$ cat src/cft_pkg.sv
// Constants, field layouts and types for the CAN filter and transmit handler
package cft_pkg;
    localparam int ID_W = 29;        // Extended identifier width
    localparam int STD_W = 11;       // Standard identifier width
    localparam int NBUF = 8;         // Buffers 0..3 dedicated, 4..7 FIFO slots
    localparam int NDED = 4;         // Dedicated buffers
    localparam int PIPE = 3;         // Output pipeline positions
    // Register byte offsets
    localparam logic [7:0] OFS_CONFIG = 8'h00;
    localparam logic [7:0] OFS_STD_FILT = 8'h04;
    localparam logic [7:0] OFS_EXT_FILT0 = 8'h08;
    localparam logic [7:0] OFS_EXT_FILT1 = 8'h0c;
    localparam logic [7:0] OFS_ADD_REQ = 8'h10;
    localparam logic [7:0] OFS_PENDING = 8'h14;
    localparam logic [7:0] OFS_OCCURRED = 8'h18;
    localparam logic [7:0] OFS_IRQ_FLAGS = 8'h1c;
    localparam logic [7:0] OFS_IRQ_MASK = 8'h20;
    localparam logic [7:0] OFS_CANCEL = 8'h24;
    localparam logic [7:0] OFS_FIFO_PUT = 8'h28;
    localparam logic [7:0] OFS_FIFO_STAT = 8'h2c;
    localparam logic [2:0] OFS_BUFID_HI = 3'h2; // Buffer IDs at 0x40 + 4*n
    // Filter element field positions
    localparam int STD_TYPE_LSB = 30;
    localparam int STD_CFG_LSB = 27;
    localparam int STD_ID1_LSB = 16;
    localparam int EXT_CFG_LSB = 29;
    localparam int EXT_TYPE_LSB = 30;
    // Element codes
    localparam logic [2:0] CFG_FIFO0 = 3'h1;
    localparam logic [2:0] CFG_FIFO1 = 3'h2;
    localparam logic [1:0] TYPE_CLASSIC = 2'h2;
    // Interrupt flag positions
    localparam int IRQ_W = 4;
    localparam int IRQ_TC = 0;
    localparam int IRQ_TFE = 1;
    localparam int IRQ_RF0 = 2;
    localparam int IRQ_RF1 = 3;
    // Reset values
    localparam logic [31:0] RST_WORD = 32'h0000_0000;
    localparam logic [STD_W-1:0] RST_ID = 11'h7ff;

    typedef logic [2:0] cft_bidx_t;
    typedef struct packed {
        logic valid;
        cft_bidx_t idx;
        logic [STD_W-1:0] id;
    } cft_pent_t;
    typedef enum logic [1:0] {TX_IDLE, TX_LOAD, TX_ACTIVE} cft_txst_t;
endpackage : cft_pkg

$ cat src/cft_filt_if.sv
// Interface between the handler and one acceptance filter element
`timescale 1ns/1ps
`default_nettype none
interface cft_filt_if;
    logic [cft_pkg::ID_W-1:0] rxId;  // Received identifier
    logic [cft_pkg::ID_W-1:0] id1;   // Filter value
    logic [cft_pkg::ID_W-1:0] id2;   // Mask
    logic [2:0] cfg;                 // Element configuration
    logic [1:0] ftype;               // Element type
    logic hit;                       // Element accepts frame
    logic toFifo1;                   // Store target is FIFO 1
    modport elem (input rxId, id1, id2, cfg, ftype, output hit, toFifo1);
    modport ctl (output rxId, id1, id2, cfg, ftype, input hit, toFifo1);
endinterface : cft_filt_if
`default_nettype wire

$ cat src/cft_filter_elem.sv
// One classic acceptance filter element; the handler has one instance for standard and one for extended frames
`timescale 1ns/1ps
`default_nettype none
module cft_filter_elem (
    cft_filt_if.elem f  // Element configuration and result
);
    import cft_pkg::*;
    logic storeCfg;  // Config names a receive FIFO
    logic idMatch;   // Unmasked bits agree

    // Only FIFO store configs accept; others reject
    assign storeCfg = (f.cfg == CFG_FIFO0) || (f.cfg == CFG_FIFO1);
    // Mask bit zero means the ID bit is ignored
    assign idMatch = ((f.rxId ^ f.id1) & f.id2) == '0;
    // Only the classic type is built; other types never match
    assign f.hit = storeCfg && (f.ftype == TYPE_CLASSIC) && idMatch;
    assign f.toFifo1 = (f.cfg == CFG_FIFO1);
endmodule : cft_filter_elem
`default_nettype wire

$ cat src/cft_handler.sv
// Top level: filters, transmit message handler, flags and Avalon-MM slave
`timescale 1ns/1ps
`default_nettype none
module cft_handler (
    input wire logic clk,                              // 100 MHz clock
    input wire logic rst_b,                            // Async reset, active low
    input wire logic [7:0] avs_address,                // Byte address
    input wire logic avs_read,                         // Read request
    input wire logic avs_write,                        // Write request
    input wire logic [31:0] avs_writedata,             // Write data
    output logic [31:0] avs_readdata,                  // Read data
    output logic avs_waitrequest,                      // Stall request
    output logic irq,                                  // Level interrupt
    input wire logic rxFrameValid,                     // Frame received pulse
    input wire logic rxFrameExt,                       // Frame is extended
    input wire logic [cft_pkg::ID_W-1:0] rxFrameId,    // Received identifier
    output logic rxToFifo0,                            // Store in FIFO 0 pulse
    output logic rxToFifo1,                            // Store in FIFO 1 pulse
    output logic txRequest,                            // Request to engine
    output logic [2:0] txBufIndex,                     // Buffer being sent
    output logic [cft_pkg::STD_W-1:0] txId,            // Identifier being sent
    input wire logic txDone,                           // Sent successfully pulse
    input wire logic txFail                            // Lost or error pulse
);
    import cft_pkg::*;

    // Software state
    logic cfgQueue_q;                      // 0: buffers plus FIFO, 1: queue
    logic [31:0] stdFilt_q;                // Standard element word
    logic [31:0] extFilt0_q;               // Extended element word 0
    logic [31:0] extFilt1_q;               // Extended element word 1
    logic [STD_W-1:0] bufId_q [NBUF];      // Per buffer identifier
    logic [NBUF-1:0] pending_q;            // Request pending
    logic [NBUF-1:0] occurred_q;           // Transmission occurred
    logic [IRQ_W-1:0] flags_q;             // Sticky event flags
    logic [IRQ_W-1:0] flags_d;             // Flags next value
    logic [IRQ_W-1:0] mask_q;              // Interrupt enables
    logic [1:0] putIdx_q;                  // Next FIFO slot to fill
    logic [1:0] getIdx_q;                  // Oldest FIFO slot
    // Handler state
    cft_pent_t pipe_q [PIPE];              // Output pipeline
    cft_pent_t pipe_d [PIPE];              // Pipeline next value
    cft_txst_t state_q;                    // Handoff state
    logic waitreq_q;                       // Bus stall
    logic [31:0] rdata_q;                  // Read data
    logic irq_q;                           // Interrupt level
    logic rx0_q;                           // FIFO 0 store pulse
    logic rx1_q;                           // FIFO 1 store pulse
    logic txReq_q;                         // Engine request
    cft_bidx_t outIdx_q;                   // Output buffer index
    logic [STD_W-1:0] outId_q;             // Output buffer identifier

    // Bus decode
    logic wrEn;                            // Write takes effect
    logic [NBUF-1:0] addSet;               // Newly requested buffers
    logic [NBUF-1:0] cancelClr;            // Cancelled buffers
    logic [NBUF-1:0] doneClr;              // Completed buffer
    logic fifoPut;                         // FIFO element queued
    logic headDone;                        // Active head succeeded
    logic headFail;                        // Active head failed
    logic tfeEvt;                          // FIFO drained event
    logic [IRQ_W-1:0] evt;                 // Flag events this cycle

    assign wrEn = avs_write && !waitreq_q;
    assign headDone = (state_q == TX_ACTIVE) && txDone;
    assign headFail = (state_q == TX_ACTIVE) && txFail && !txDone;

    // Acceptance filters, one element per frame format
    cft_filt_if stdIf ();
    cft_filt_if extIf ();
    cft_filter_elem u_std (.f(stdIf.elem));
    cft_filter_elem u_ext (.f(extIf.elem));
    assign stdIf.rxId = {{(ID_W-STD_W){1'b0}}, rxFrameId[STD_W-1:0]};
    assign stdIf.id1 = {{(ID_W-STD_W){1'b0}}, stdFilt_q[STD_ID1_LSB +: STD_W]};
    assign stdIf.id2 = {{(ID_W-STD_W){1'b0}}, stdFilt_q[STD_W-1:0]};
    assign stdIf.cfg = stdFilt_q[STD_CFG_LSB +: 3];
    assign stdIf.ftype = stdFilt_q[STD_TYPE_LSB +: 2];
    assign extIf.rxId = rxFrameId;
    assign extIf.id1 = extFilt0_q[ID_W-1:0];
    assign extIf.id2 = extFilt1_q[ID_W-1:0];
    assign extIf.cfg = extFilt0_q[EXT_CFG_LSB +: 3];
    assign extIf.ftype = extFilt1_q[EXT_TYPE_LSB +: 2];

    // Route accepted frames, one-cycle pulses from flops
    always_ff @(posedge clk or negedge rst_b) begin
        if (!rst_b) begin
            rx0_q <= 1'b0;
            rx1_q <= 1'b0;
        end else if (rxFrameExt) begin
            rx0_q <= rxFrameValid && extIf.hit && !extIf.toFifo1;
            rx1_q <= rxFrameValid && extIf.hit && extIf.toFifo1;
        end else begin
            rx0_q <= rxFrameValid && stdIf.hit && !stdIf.toFifo1;
            rx1_q <= rxFrameValid && stdIf.hit && stdIf.toFifo1;
        end
    end

    // Bus stall: drop for one cycle after a request is seen
    always_ff @(posedge clk or negedge rst_b) begin
        if (!rst_b) begin
            waitreq_q <= 1'b1;
        end else if ((avs_read || avs_write) && waitreq_q) begin
            waitreq_q <= 1'b0;
        end else begin
            waitreq_q <= 1'b1;
        end
    end

    // Read data is prepared while the stall is still high
    always_ff @(posedge clk or negedge rst_b) begin
        if (!rst_b) begin
            rdata_q <= RST_WORD;
        end else if (avs_read && waitreq_q) begin
            rdata_q <= RST_WORD;
            if (avs_address[7:5] == OFS_BUFID_HI) begin
                rdata_q[STD_W-1:0] <= bufId_q[avs_address[4:2]];
            end else begin
                unique case (avs_address)
                    OFS_CONFIG: rdata_q[0] <= cfgQueue_q;
                    OFS_STD_FILT: rdata_q <= stdFilt_q;
                    OFS_EXT_FILT0: rdata_q <= extFilt0_q;
                    OFS_EXT_FILT1: rdata_q <= extFilt1_q;
                    OFS_PENDING: rdata_q[NBUF-1:0] <= pending_q;
                    OFS_OCCURRED: rdata_q[NBUF-1:0] <= occurred_q;
                    OFS_IRQ_FLAGS: rdata_q[IRQ_W-1:0] <= flags_q;
                    OFS_IRQ_MASK: rdata_q[IRQ_W-1:0] <= mask_q;
                    OFS_FIFO_STAT: rdata_q[3:0] <= {getIdx_q, putIdx_q};
                    default: rdata_q <= RST_WORD; // Unmapped reads zero
                endcase
            end
        end
    end

    // Configuration and filter words
    always_ff @(posedge clk or negedge rst_b) begin
        if (!rst_b) begin
            cfgQueue_q <= 1'b0;
            stdFilt_q <= RST_WORD;
            extFilt0_q <= RST_WORD;
            extFilt1_q <= RST_WORD;
            mask_q <= '0;
        end else if (wrEn) begin
            if (avs_address == OFS_CONFIG) cfgQueue_q <= avs_writedata[0];
            if (avs_address == OFS_STD_FILT) stdFilt_q <= avs_writedata;
            if (avs_address == OFS_EXT_FILT0) extFilt0_q <= avs_writedata;
            if (avs_address == OFS_EXT_FILT1) extFilt1_q <= avs_writedata;
            if (avs_address == OFS_IRQ_MASK) mask_q <= avs_writedata[IRQ_W-1:0];
        end
    end

    // Request decode; FIFO slots are requested only through the put port
    always_comb begin
        addSet = '0;
        cancelClr = '0;
        doneClr = '0;
        fifoPut = wrEn && (avs_address == OFS_FIFO_PUT) && !pending_q[{1'b1, putIdx_q}];
        if (wrEn && avs_address == OFS_ADD_REQ) addSet[NDED-1:0] = avs_writedata[NDED-1:0];
        if (fifoPut) addSet[{1'b1, putIdx_q}] = 1'b1;
        if (wrEn && avs_address == OFS_CANCEL) cancelClr[NDED-1:0] = avs_writedata[NDED-1:0];
        // The buffer handed to the engine cannot be cancelled mid-frame
        if (state_q != TX_IDLE) cancelClr[outIdx_q] = 1'b0;
        if (headDone) doneClr[outIdx_q] = 1'b1;
    end

    // Identifier store; FIFO slots filled in ring order
    always_ff @(posedge clk or negedge rst_b) begin
        if (!rst_b) begin
            for (int b = 0; b < NBUF; b++) bufId_q[b] <= RST_ID;
            putIdx_q <= '0;
        end else if (fifoPut) begin
            bufId_q[{1'b1, putIdx_q}] <= avs_writedata[STD_W-1:0];
            putIdx_q <= putIdx_q + 2'h1;
        end else if (wrEn && avs_address[7:5] == OFS_BUFID_HI && !avs_address[4]) begin
            bufId_q[avs_address[4:2]] <= avs_writedata[STD_W-1:0];
        end
    end

    // Pending bits: clear and occurred set share one edge; a new request wins
    always_ff @(posedge clk or negedge rst_b) begin
        if (!rst_b) begin
            pending_q <= '0;
            occurred_q <= '0;
        end else begin
            pending_q <= (pending_q & ~cancelClr & ~doneClr) | addSet;
            occurred_q <= (occurred_q & ~addSet) | doneClr;
        end
    end

    // Oldest FIFO slot advances only when it has gone out
    always_ff @(posedge clk or negedge rst_b) begin
        if (!rst_b) begin
            getIdx_q <= '0;
        end else if (headDone && outIdx_q[2]) begin
            getIdx_q <= getIdx_q + 2'h1;
        end
    end

    // Message scan: purge, compact, then insert the best waiting request
    always_comb begin
        cft_pent_t work [PIPE];
        cft_pent_t comp [PIPE];
        cft_pent_t cand;
        logic [NBUF-1:0] inPipe;
        logic [1:0] nextFifo;
        logic lock;
        logic found;
        int n;
        int pos;
        for (int k = 0; k < PIPE; k++) begin
            work[k] = pipe_q[k];
            comp[k] = '0;
            pipe_d[k] = '0;
        end
        cand = '0;
        inPipe = '0;
        nextFifo = getIdx_q;
        found = 1'b0;
        n = 0;
        pos = 0;
        lock = (state_q == TX_LOAD) || ((state_q == TX_ACTIVE) && !txDone && !txFail);
        for (int k = 0; k < PIPE; k++) begin
            // Cancelled or finished entries drop out
            if (!pending_q[work[k].idx] && !(k == 0 && lock)) work[k].valid = 1'b0;
            if (k == 0 && (headDone || headFail)) work[k].valid = 1'b0;
            // A failed attempt flushes FIFO entries so they return in order
            if (headFail && !cfgQueue_q && work[k].idx[2]) work[k].valid = 1'b0;
        end
        for (int k = 0; k < PIPE; k++) begin
            if (work[k].valid) begin
                comp[n[1:0]] = work[k];
                n++;
            end
        end
        for (int k = 0; k < PIPE; k++) begin
            if (comp[k].valid) begin
                inPipe[comp[k].idx] = 1'b1;
                if (comp[k].idx[2]) nextFifo = nextFifo + 2'h1;
            end
        end
        // Lowest identifier wins; ties go to the lower buffer number
        for (int b = 0; b < NBUF; b++) begin
            if (pending_q[b] && !inPipe[b] && (b < NDED || cfgQueue_q || b[1:0] == nextFifo)
                && (!found || bufId_q[b] < cand.id)) begin
                found = 1'b1;
                cand.valid = 1'b1;
                cand.idx = b[2:0];
                cand.id = bufId_q[b];
            end
        end
        // Insert after equal or better entries, after queued FIFO ones, behind a locked head
        for (int k = 0; k < PIPE; k++) begin
            if (comp[k].valid && (comp[k].id <= cand.id || (k == 0 && lock)
                || (!cfgQueue_q && cand.idx[2] && comp[k].idx[2]))) pos = k + 1;
        end
        for (int k = 0; k < PIPE; k++) begin
            if (!found || k < pos) pipe_d[k] = comp[k];
            else if (k == pos) pipe_d[k] = cand;
            else pipe_d[k] = comp[k-1]; // Last entry falls out, rescanned later
        end
    end

    // Pipeline register
    always_ff @(posedge clk or negedge rst_b) begin
        if (!rst_b) begin
            for (int k = 0; k < PIPE; k++) pipe_q[k] <= '0;
        end else begin
            for (int k = 0; k < PIPE; k++) pipe_q[k] <= pipe_d[k];
        end
    end

    // Handoff: load output buffer, raise request next cycle, drop on outcome
    always_ff @(posedge clk or negedge rst_b) begin
        if (!rst_b) begin
            state_q <= TX_IDLE;
            txReq_q <= 1'b0;
            outIdx_q <= '0;
            outId_q <= RST_ID;
        end else begin
            unique case (state_q)
                TX_IDLE: begin
                    if (pipe_d[0].valid) begin
                        outIdx_q <= pipe_d[0].idx;
                        outId_q <= pipe_d[0].id;
                        state_q <= TX_LOAD;
                    end
                end
                TX_LOAD: begin
                    txReq_q <= 1'b1;
                    state_q <= TX_ACTIVE;
                end
                TX_ACTIVE: begin
                    if (txDone || txFail) begin
                        txReq_q <= 1'b0;
                        state_q <= TX_IDLE;
                    end
                end
            endcase
        end
    end

    // Events: set wins over a write-one clear in the same cycle
    assign tfeEvt = headDone && outIdx_q[2] && ((pending_q[NBUF-1:NDED] & ~doneClr[NBUF-1:NDED]) == '0);
    always_comb begin
        evt = '0;
        evt[IRQ_TC] = headDone;
        evt[IRQ_TFE] = tfeEvt;
        evt[IRQ_RF0] = rx0_q;
        evt[IRQ_RF1] = rx1_q;
        flags_d = flags_q;
        if (wrEn && avs_address == OFS_IRQ_FLAGS) flags_d = flags_q & ~avs_writedata[IRQ_W-1:0];
        flags_d = flags_d | evt;
    end

    // Sticky flags and masked interrupt level
    always_ff @(posedge clk or negedge rst_b) begin
        if (!rst_b) begin
            flags_q <= '0;
            irq_q <= 1'b0;
        end else begin
            flags_q <= flags_d;
            irq_q <= |(flags_d & mask_q);
        end
    end

    assign avs_readdata = rdata_q;
    assign avs_waitrequest = waitreq_q;
    assign irq = irq_q;
    assign rxToFifo0 = rx0_q;
    assign rxToFifo1 = rx1_q;
    assign txRequest = txReq_q;
    assign txBufIndex = outIdx_q;
    assign txId = outId_q;
endmodule : cft_handler
`default_nettype wire

$ cat config.mk
export PLATFORM = sky130hd
export DESIGN_NAME = cft_handler
export DESIGN_NICKNAME = d
export VERILOG_FILES = /design/src/cft_pkg.sv /design/src/cft_filt_if.sv /design/src/cft_filter_elem.sv /design/src/cft_handler.sv
export SDC_FILE = /design/constraint.sdc
export NUM_CORES = 1
export LEC_CHECK = 0
export BUFFER_PORTS_ARGS = -buffer_cell sky130_fd_sc_hd__buf_2
export CAP_MARGIN = 20
export CORE_MARGIN = 2
export CORE_UTILIZATION = 55
export DETAILED_ROUTE_END_ITERATION = 6
export PLACE_DENSITY = 0.77
export SLEW_MARGIN = 30
export SYNTH_ARGS = -nofsm -noshare
export SYNTH_HDL_FRONTEND = slang
export SYNTH_SLANG_ARGS = --single-unit
$ cat constraint.sdc
create_clock -name clk -period 35.9 [get_ports clk]
set_input_delay 7.18 -clock clk [delete_from_list [all_inputs] [get_ports clk]]
set_output_delay 7.18 -clock clk [all_outputs]
set_load 0.005 [all_outputs]
==> metrics.md, run 1 <==
| Metric | Value |
|---|---|
| First-pass GRT wire length | 101100 um |
| Final slew viol count | 0 |
| Vias per cell | 6.712 |
| Clock share of power | 32.3% |
| H-tree levels | 2 |
| Top cell type's share of synthesized area | 25.62% |
| Cell count after synthesis | 2028 |
| Least-Margin Pin Slew | 1.044 ns |
| Initial antenna violation count | 5 |
| Avg Cell Area, Syn | 10.16 um^2 |
| Share of cells above drive strength 1 | 28.07% |
| Pin count of the biggest net entering global routing | 87 |
| Layout area overhead | 10.77% |
| Starting DRT DRC Count | 1651 |
| Startpoint Class | input port |
| Ranking of synthesized cells by area | dfrtp_1, dfstp_2, mux2_2, ha_1, nand2_1 |
| ANT nets after route | 0 |
| DIE AREA | 39040 um^2 |
| Nets@finish | 2297 |
| Seq/Total Area, Yosys | 38.36% |
| Leak Pwr | 10.51 nW |
| Slowest CP cell | a2111oi_0 |
| Hold Buf Count CTS | 0 |
| Unrepaired setup endpoints after global routing | false |
| Hold Vio Cnt, Final | 0 |
| Critical path data arrival time | 34.15 ns |
| Post-CTS Setup Bufs | 0 |
| DR WL/cell | 24.92 um |
| Post-synth top cells | mux2_2, dfrtp_1, nand2_1 |
| Final HPWL DP | 46870 um |
| Die height | 197.6 um |
| CP Max Fanout | 35 |
| Total number of vias | 17478 |
| Routed wire length | 64890 um |
| Pint | 0.0007704 W |
| Setup violations, final | 0 |
| Cts bufs inserted | 36 |
| Min Tclk post-route | 33.72 ns |
| Number of flops mapped to enable cells by yosys | 0 |
| VDD IR max | 0.03843 mV |
| Post-place instance area | 21580 um^2 |
| Worst setup EP type | flop |
| Clk sinks | 311 |
| Detailed-route DRC error count | 0 |
| Netlist cell types | 98 |
| Root buffer cell | clkbuf_16 |
| Max Clk Rate | 29.65 MHz |
| Floorplan die width | 197.6 um |
| CP required | 36.33 ns |
| Post-synth top flop | dfrtp_1 |
| Syn Nets | 2219 |
| FFs w/ async S/R, synth | 100.0% |
| Longest Clk Path Bufs | 3 |
| Power Density | 52.68 nW/um^2 |
| Final instance area | 22830 um^2 |
| Synth Cell Area | 20610 um^2 |
| PostCTS Resize Cnt | 0 |
| Delay of the slowest cell on the worst path | 0.73 ns |
| R2R setup slack | 8.05 ns |
| Period utilization | 93.93% |
| Power share of the sequential group | 36.0% |
| Initial core utilization | 56.03% |
| Worst min-delay path category | flop to flop |
| Fin Setup TNS | 0 ns |
| Max-cap violation count | 0 |
| Port Buffer Count | 127 |
| Io pins | 128 |
| NetSw | 0.0004324 W |
| Gate power share | 31.7% |
| Count leader, synth | mux2_2 |
| First-pass DRT Iterations | 7 |
| Yosys warnings | 0 |
| Clk_lat worst skew | 0.57 ns |
| CTS tree | yes |
| Crit-path most repeated cell | a21o_1 |
| GR Util All Layers | 33.49% |
| Synth area leader | dfrtp_1 |
| Setup Skew | 0.02093 ns |
| Grt total ovfl | 0 |
| Switching share of total power | 35.95% |
| Synthesized flop and latch total | 311 |
| Vias in the first global route | 17504 |
| Core ar. | 36790 um^2 |
| Hold Slack | 0.4773 ns |
| Status | finished clean |
| Max-slew headroom | 29.67% |
| Row count | 70 |
| RePlAce Congestion | 0.9793 |
| Kind of critical path | input port to flop |
| Worst-path clk slew | 0.06 ns |
-- worst max-delay path, delay by kind of cell --
family                     cells  cell delay (ns)
muxes                          4             1.23
buffers and inverters          9             1.44
AOI/OAI and AO/OA             72            16.98
and+or+nand+nor               17             4.56
adders and majority gates      9             2.68
-- registers in the layout, indices dropped and copies added (netlist names), 2 cells and up --
register      cells
bufId_q          88
pipe_q           45
avs_readdata     32
extFilt0_q       32
extFilt1_q       32
stdFilt_q        32
txId             11
occurred_q        8
pending_q         8
flags_q           4
mask_q            4
txBufIndex        3
getIdx_q          2
putIdx_q          2
state_q           2
-- area by class of cell --
type,count,area [um^2]
Sequential cell,311,7908
Multi-Input combinational cell,1482,11780
Clock inverter,13,224.0
Tap cell,468,585.6
Inverter,121,454.2
Timing Repair Buffer,154,869.6
Fill cell,2993,13950
Clock buffer,53,1005
Antenna cell,2,5.005
-- kinds of logic after synthesis --
family / count (synthesis) / synth area share [%]
AOI/OAI and AO/OA: 520 / 18.56
xor gates and xnor gates: 45 / 1.912
adders and majority gates: 114 / 6.920
buffers and inverters: 235 / 4.613
DFF: 311 / 38.36
muxes: 306 / 17.76
and+or+nand+nor: 497 / 11.87
-- per-stage QoR --
| step | power, W | util, % | cells | setup WS [ns] |
|---|---|---|---|---|
| CTS | 0.001195 | 62.01 | 2602 | 2.586 |
| detailed placement | 0.0008068 | 58.67 | 2536 | 2.141 |
| global placement | 0.0007929 | 58.57 | 2534 | 2.340 |
| finish | 0.001203 | 62.07 | 2604 | 2.178 |
| global route | 0.001258 | 62.05 | 2602 | 0.3948 |
| floorplan | 0.0006918 | - | 2028 | 4.812 |
-- path summary, 6_finish.rpt --
check / startpoint / endpoint / cells past startpoint
min in group asynchronous: rst_b / pipe_q[0] / 1
worst min register to register: avs_readdata[5] / avs_readdata[5] / 2
worst max register to register: state_q[0] / txId[7] / 113
max in group asynchronous: rst_b / mask_q[1] / 4
worst min-delay path: avs_readdata[5] / avs_readdata[5] / 2
worst max-delay path: txDone / txId[7] / 111
-- power by group through the flow --
stage / registers (W) / logic (W) / clock network [W]
after global routing: 0.000435 / 0.000416 / 0.000406
after floorplan: 0.000417 / 0.000275 / 0
after global placement: 0.000434 / 0.000359 / 0
after detailed placement: 0.000436 / 0.000371 / 0
final: 0.000433 / 0.000381 / 0.000389
after CTS: 0.000431 / 0.000373 / 0.000391
-- layout by cell type (no fill, tap or decap), drive strengths merged, types with 12 or more instances in the layout --
cell type	n
nor2b	17
nand2b	23
a22oi	25
buf	154
o22ai	15
mux2i	53
dfrtp	211
mux2	228
inv	123
a21oi	79
o21a	27
nor2	96
mux4	25
a21o	44
a22o	21
and2	18
a222oi	26
nand4	36
o221ai	14
a211oi	34
nand3	34
o21ai	91
nand2	179
o31ai	27
xor2	42
dfstp	100
o311ai	12
ha	114
nor3	36
clkbuf	53
-- layer usage --
layer / global-route usage (%) / wire length, um / up-vias
met3: 5.481 / 4824 / 186
li1: - / - / 7736
met5: 0 / 51 / -
met1: 43.67 / 26180 / 8674
met2: 54.81 / 30820 / 874
met4: 15.43 / 3014 / 8
Note: power is estimated with default switching activity, not from simulation.
==> run 2, diff against run 1 <==
Settings changed: ABC_AREA from default to 1, PLACE_DENSITY 0.77 to 0.78.
==> metrics.md, run 2 <==
| Metric | Value |
|---|---|
| Most common cell after layout, fill and taps aside | nand2_1 |
| Ranking of synthesized cells by area | dfrtp_1, nand2_1, dfstp_2, o21ai_0, ha_1 |
| Post-CTS Setup Bufs | 0 |
| Worst min-delay path category | flop to flop |
| Cts bufs inserted | 36 |
| FFs w/ async S/R, synth | 100.0% |
| Grt total ovfl | 0 |
| Clk sinks | 311 |
| Leak Pwr | 10.03 nW |
| Port Buffer Count | 127 |
| Layout area overhead | 10.21% |
| Share of cells above drive strength 1 | 16.05% |
| Unrepaired setup endpoints after global routing | false |
| Count leader, synth | nand2_1 |
| Yosys warnings | 0 |
| Power, Total | 0.0009565 W |
| Number of diodes | 0 |
| Top reg by flops | bufId_q |
| Number of flops mapped to enable cells by yosys | 0 |
| ANT nets after route | 0 |
| Syn Nets | 2639 |
| Min Tclk post-route | 23.32 ns |
| Cell count after synthesis | 2448 |
| Hold Buf Count CTS | 0 |
| Max Clk Rate | 42.88 MHz |
| Worst setup EP type | flop |
| CP Max Fanout | 25 |
| Least-Margin Pin Slew | 1.043 ns |
| Floorplan die width | 190.5 um |
| Core ar. | 34370 um^2 |
| Delay of the slowest cell on the worst path | 0.72 ns |
| Nets@finish | 2709 |
| Starting DRT DRC Count | 1479 |
| Max-slew headroom | 28.70% |
| CP required | 36.40 ns |
| Top flop regs | bufId_q: 88 flops, pipe_q: 45 flops |
| Initial antenna violation count | 1 |
| Most frequent cells in the layout | nand2_1, o21ai_0, dfrtp_1, inv_1, buf_2 |
| PostCTS Resize Cnt | 0 |
| Pin count of the biggest net entering global routing | 120 |
| Status | finished clean |
| Period utilization | 64.96% |
| Netlist cell types | 59 |
| Startpoint Class | input port |
| DR WL/cell | 19.64 um |
| Avg Cell Area, Syn | 7.811 um^2 |
| Critical path data arrival time | 23.83 ns |
| GR Util All Layers | 33.02% |
| Final slew viol count | 0 |
| Routed wire length | 58860 um |
| Slowest CP cell | o21ai_0 |
| Seq/Total Area, Yosys | 41.35% |
| Clk_lat worst skew | 0.56 ns |
| Kind of critical path | input port to flop |
| H-tree levels | 2 |
| Max reg flops | 88 |
| Post-synth top cells | nand2_1, o21ai_0, dfrtp_1 |
| Die height | 190.5 um |
| First-pass DRT Iterations | 5 |
| Fin Setup TNS | 0 ns |
| Setup violations, final | 0 |
| Power Density | 45.38 nW/um^2 |
| Setup Skew | 0.01938 ns |
| DIE AREA | 36280 um^2 |
| Hold Vio Cnt, Final | 0 |
| Longest Clk Path Bufs | 3 |
| Final HPWL DP | 43630 um |
| Synth Cell Area | 19120 um^2 |
| Top cell type's share of synthesized area | 27.61% |
| Synth area leader | dfrtp_1 |
| First-pass GRT wire length | 93500 um |
| RePlAce Congestion | 0.9761 |
| Crit-path most repeated cell | nand2_1 |
| Max-cap violation count | 0 |
| VDD IR max | 0.05024 mV |
| Vias per cell | 5.867 |
| Io pins | 128 |
| Worst-path clk slew | 0.06 ns |
| Synthesized flop and latch total | 311 |
| Detailed-route DRC error count | 0 |
| Initial core utilization | 55.63% |
| Total number of vias | 17582 |
| Vias in the first global route | 17197 |
| Root buffer cell | clkbuf_16 |
| Post-synth top flop | dfrtp_1 |
| Row count | 68 |
| CTS tree | yes |
## run 2: cell count changes in the layout (fill, tap and decap cells not counted), sizes merged, moves of 27 or more
cell / delta
xor2: -37
nand3: +63
mux2: -228
o21ai: +306
mux2i: -53
a21o: -40
nor2: +39
inv: +89
nand2: +583
o21a: -27
## run 2: path summary, 6_finish.rpt
| check | from | to | depth (start not counted) | slack (ns) |
|---|---|---|---|---|
| min in group asynchronous | rst_b | pipe_q[10] | 1 | 6.61 |
| hold / removal | txId[5] | txId[5] | 2 | 0.47 |
| max in group asynchronous | rst_b | extFilt0_q[20] | 3 | 27.26 |
| hold reg to reg | txId[5] | txId[5] | 2 | 0.47 |
| setup / recovery | txDone | txId[0] | 96 | 12.58 |
| setup reg to reg | state_q[0] | txId[0] | 96 | 18.65 |
## run 2: report_power, final
group	total (W)	switching [W]	internal, W
Combinational	0.000183	0.000119	0.0000643
Clock	0.000371	0.000154	0.000218
Sequential	0.000402	0.0000225	0.000379
Total	0.000956	0.000295	0.000661
## run 2: through the flow
stage                     utilization [%]  setup slack [ns]  instance area (um^2)  hold slack (ns)  std cells
final                               61.31             12.58                 21080           0.4656       2997
after global routing                61.31             10.69                 21080           0.4812       2997
after CTS                           61.23             12.71                 21050           0.4672       2996
after detailed placement            57.78             12.13                 19860           0.4567       2934
after global placement              57.73             12.56                 19840           0.4543       2934
after floorplan                         -             14.65                 19120           0.4419       2448
## run 2: logic make-up after synthesis
group	share of synthesized area, %
xor+xnor	0.8244
flops	41.35
buf+inv	7.381
compound gates	19.15
simple gates	23.83
fa+ha+maj	7.459
## run 2: per-layer routing
layer / global-route usage (%) / share of wire, % / vias up
li1: - / - / 8400
met1: 42.99 / 43 / 8376
met2: 54.59 / 47 / 662
met3: 5.300 / 6.5 / 144
met4: 14.31 / 4.0 / 0
met5: 0 / 0 / -
## run 2: area by class of cell
class	count	area (um^2)
fill	3116	13300
multi-input combinational	1816	9831
sequential	311	7908
clock buffer	51	1039
inverter	213	815.8
timing repair buffer	140	763.2
tap	455	569.3
clock inverter	11	150.1
## run 2: worst max-delay path, delay by kind of cell
family,cells,cell delay [ns]
and+or+nand+nor,48,5.17
buffers and inverters,6,0.86
adders and majority gates,9,2.92
AOI/OAI and AO/OA,33,7.64
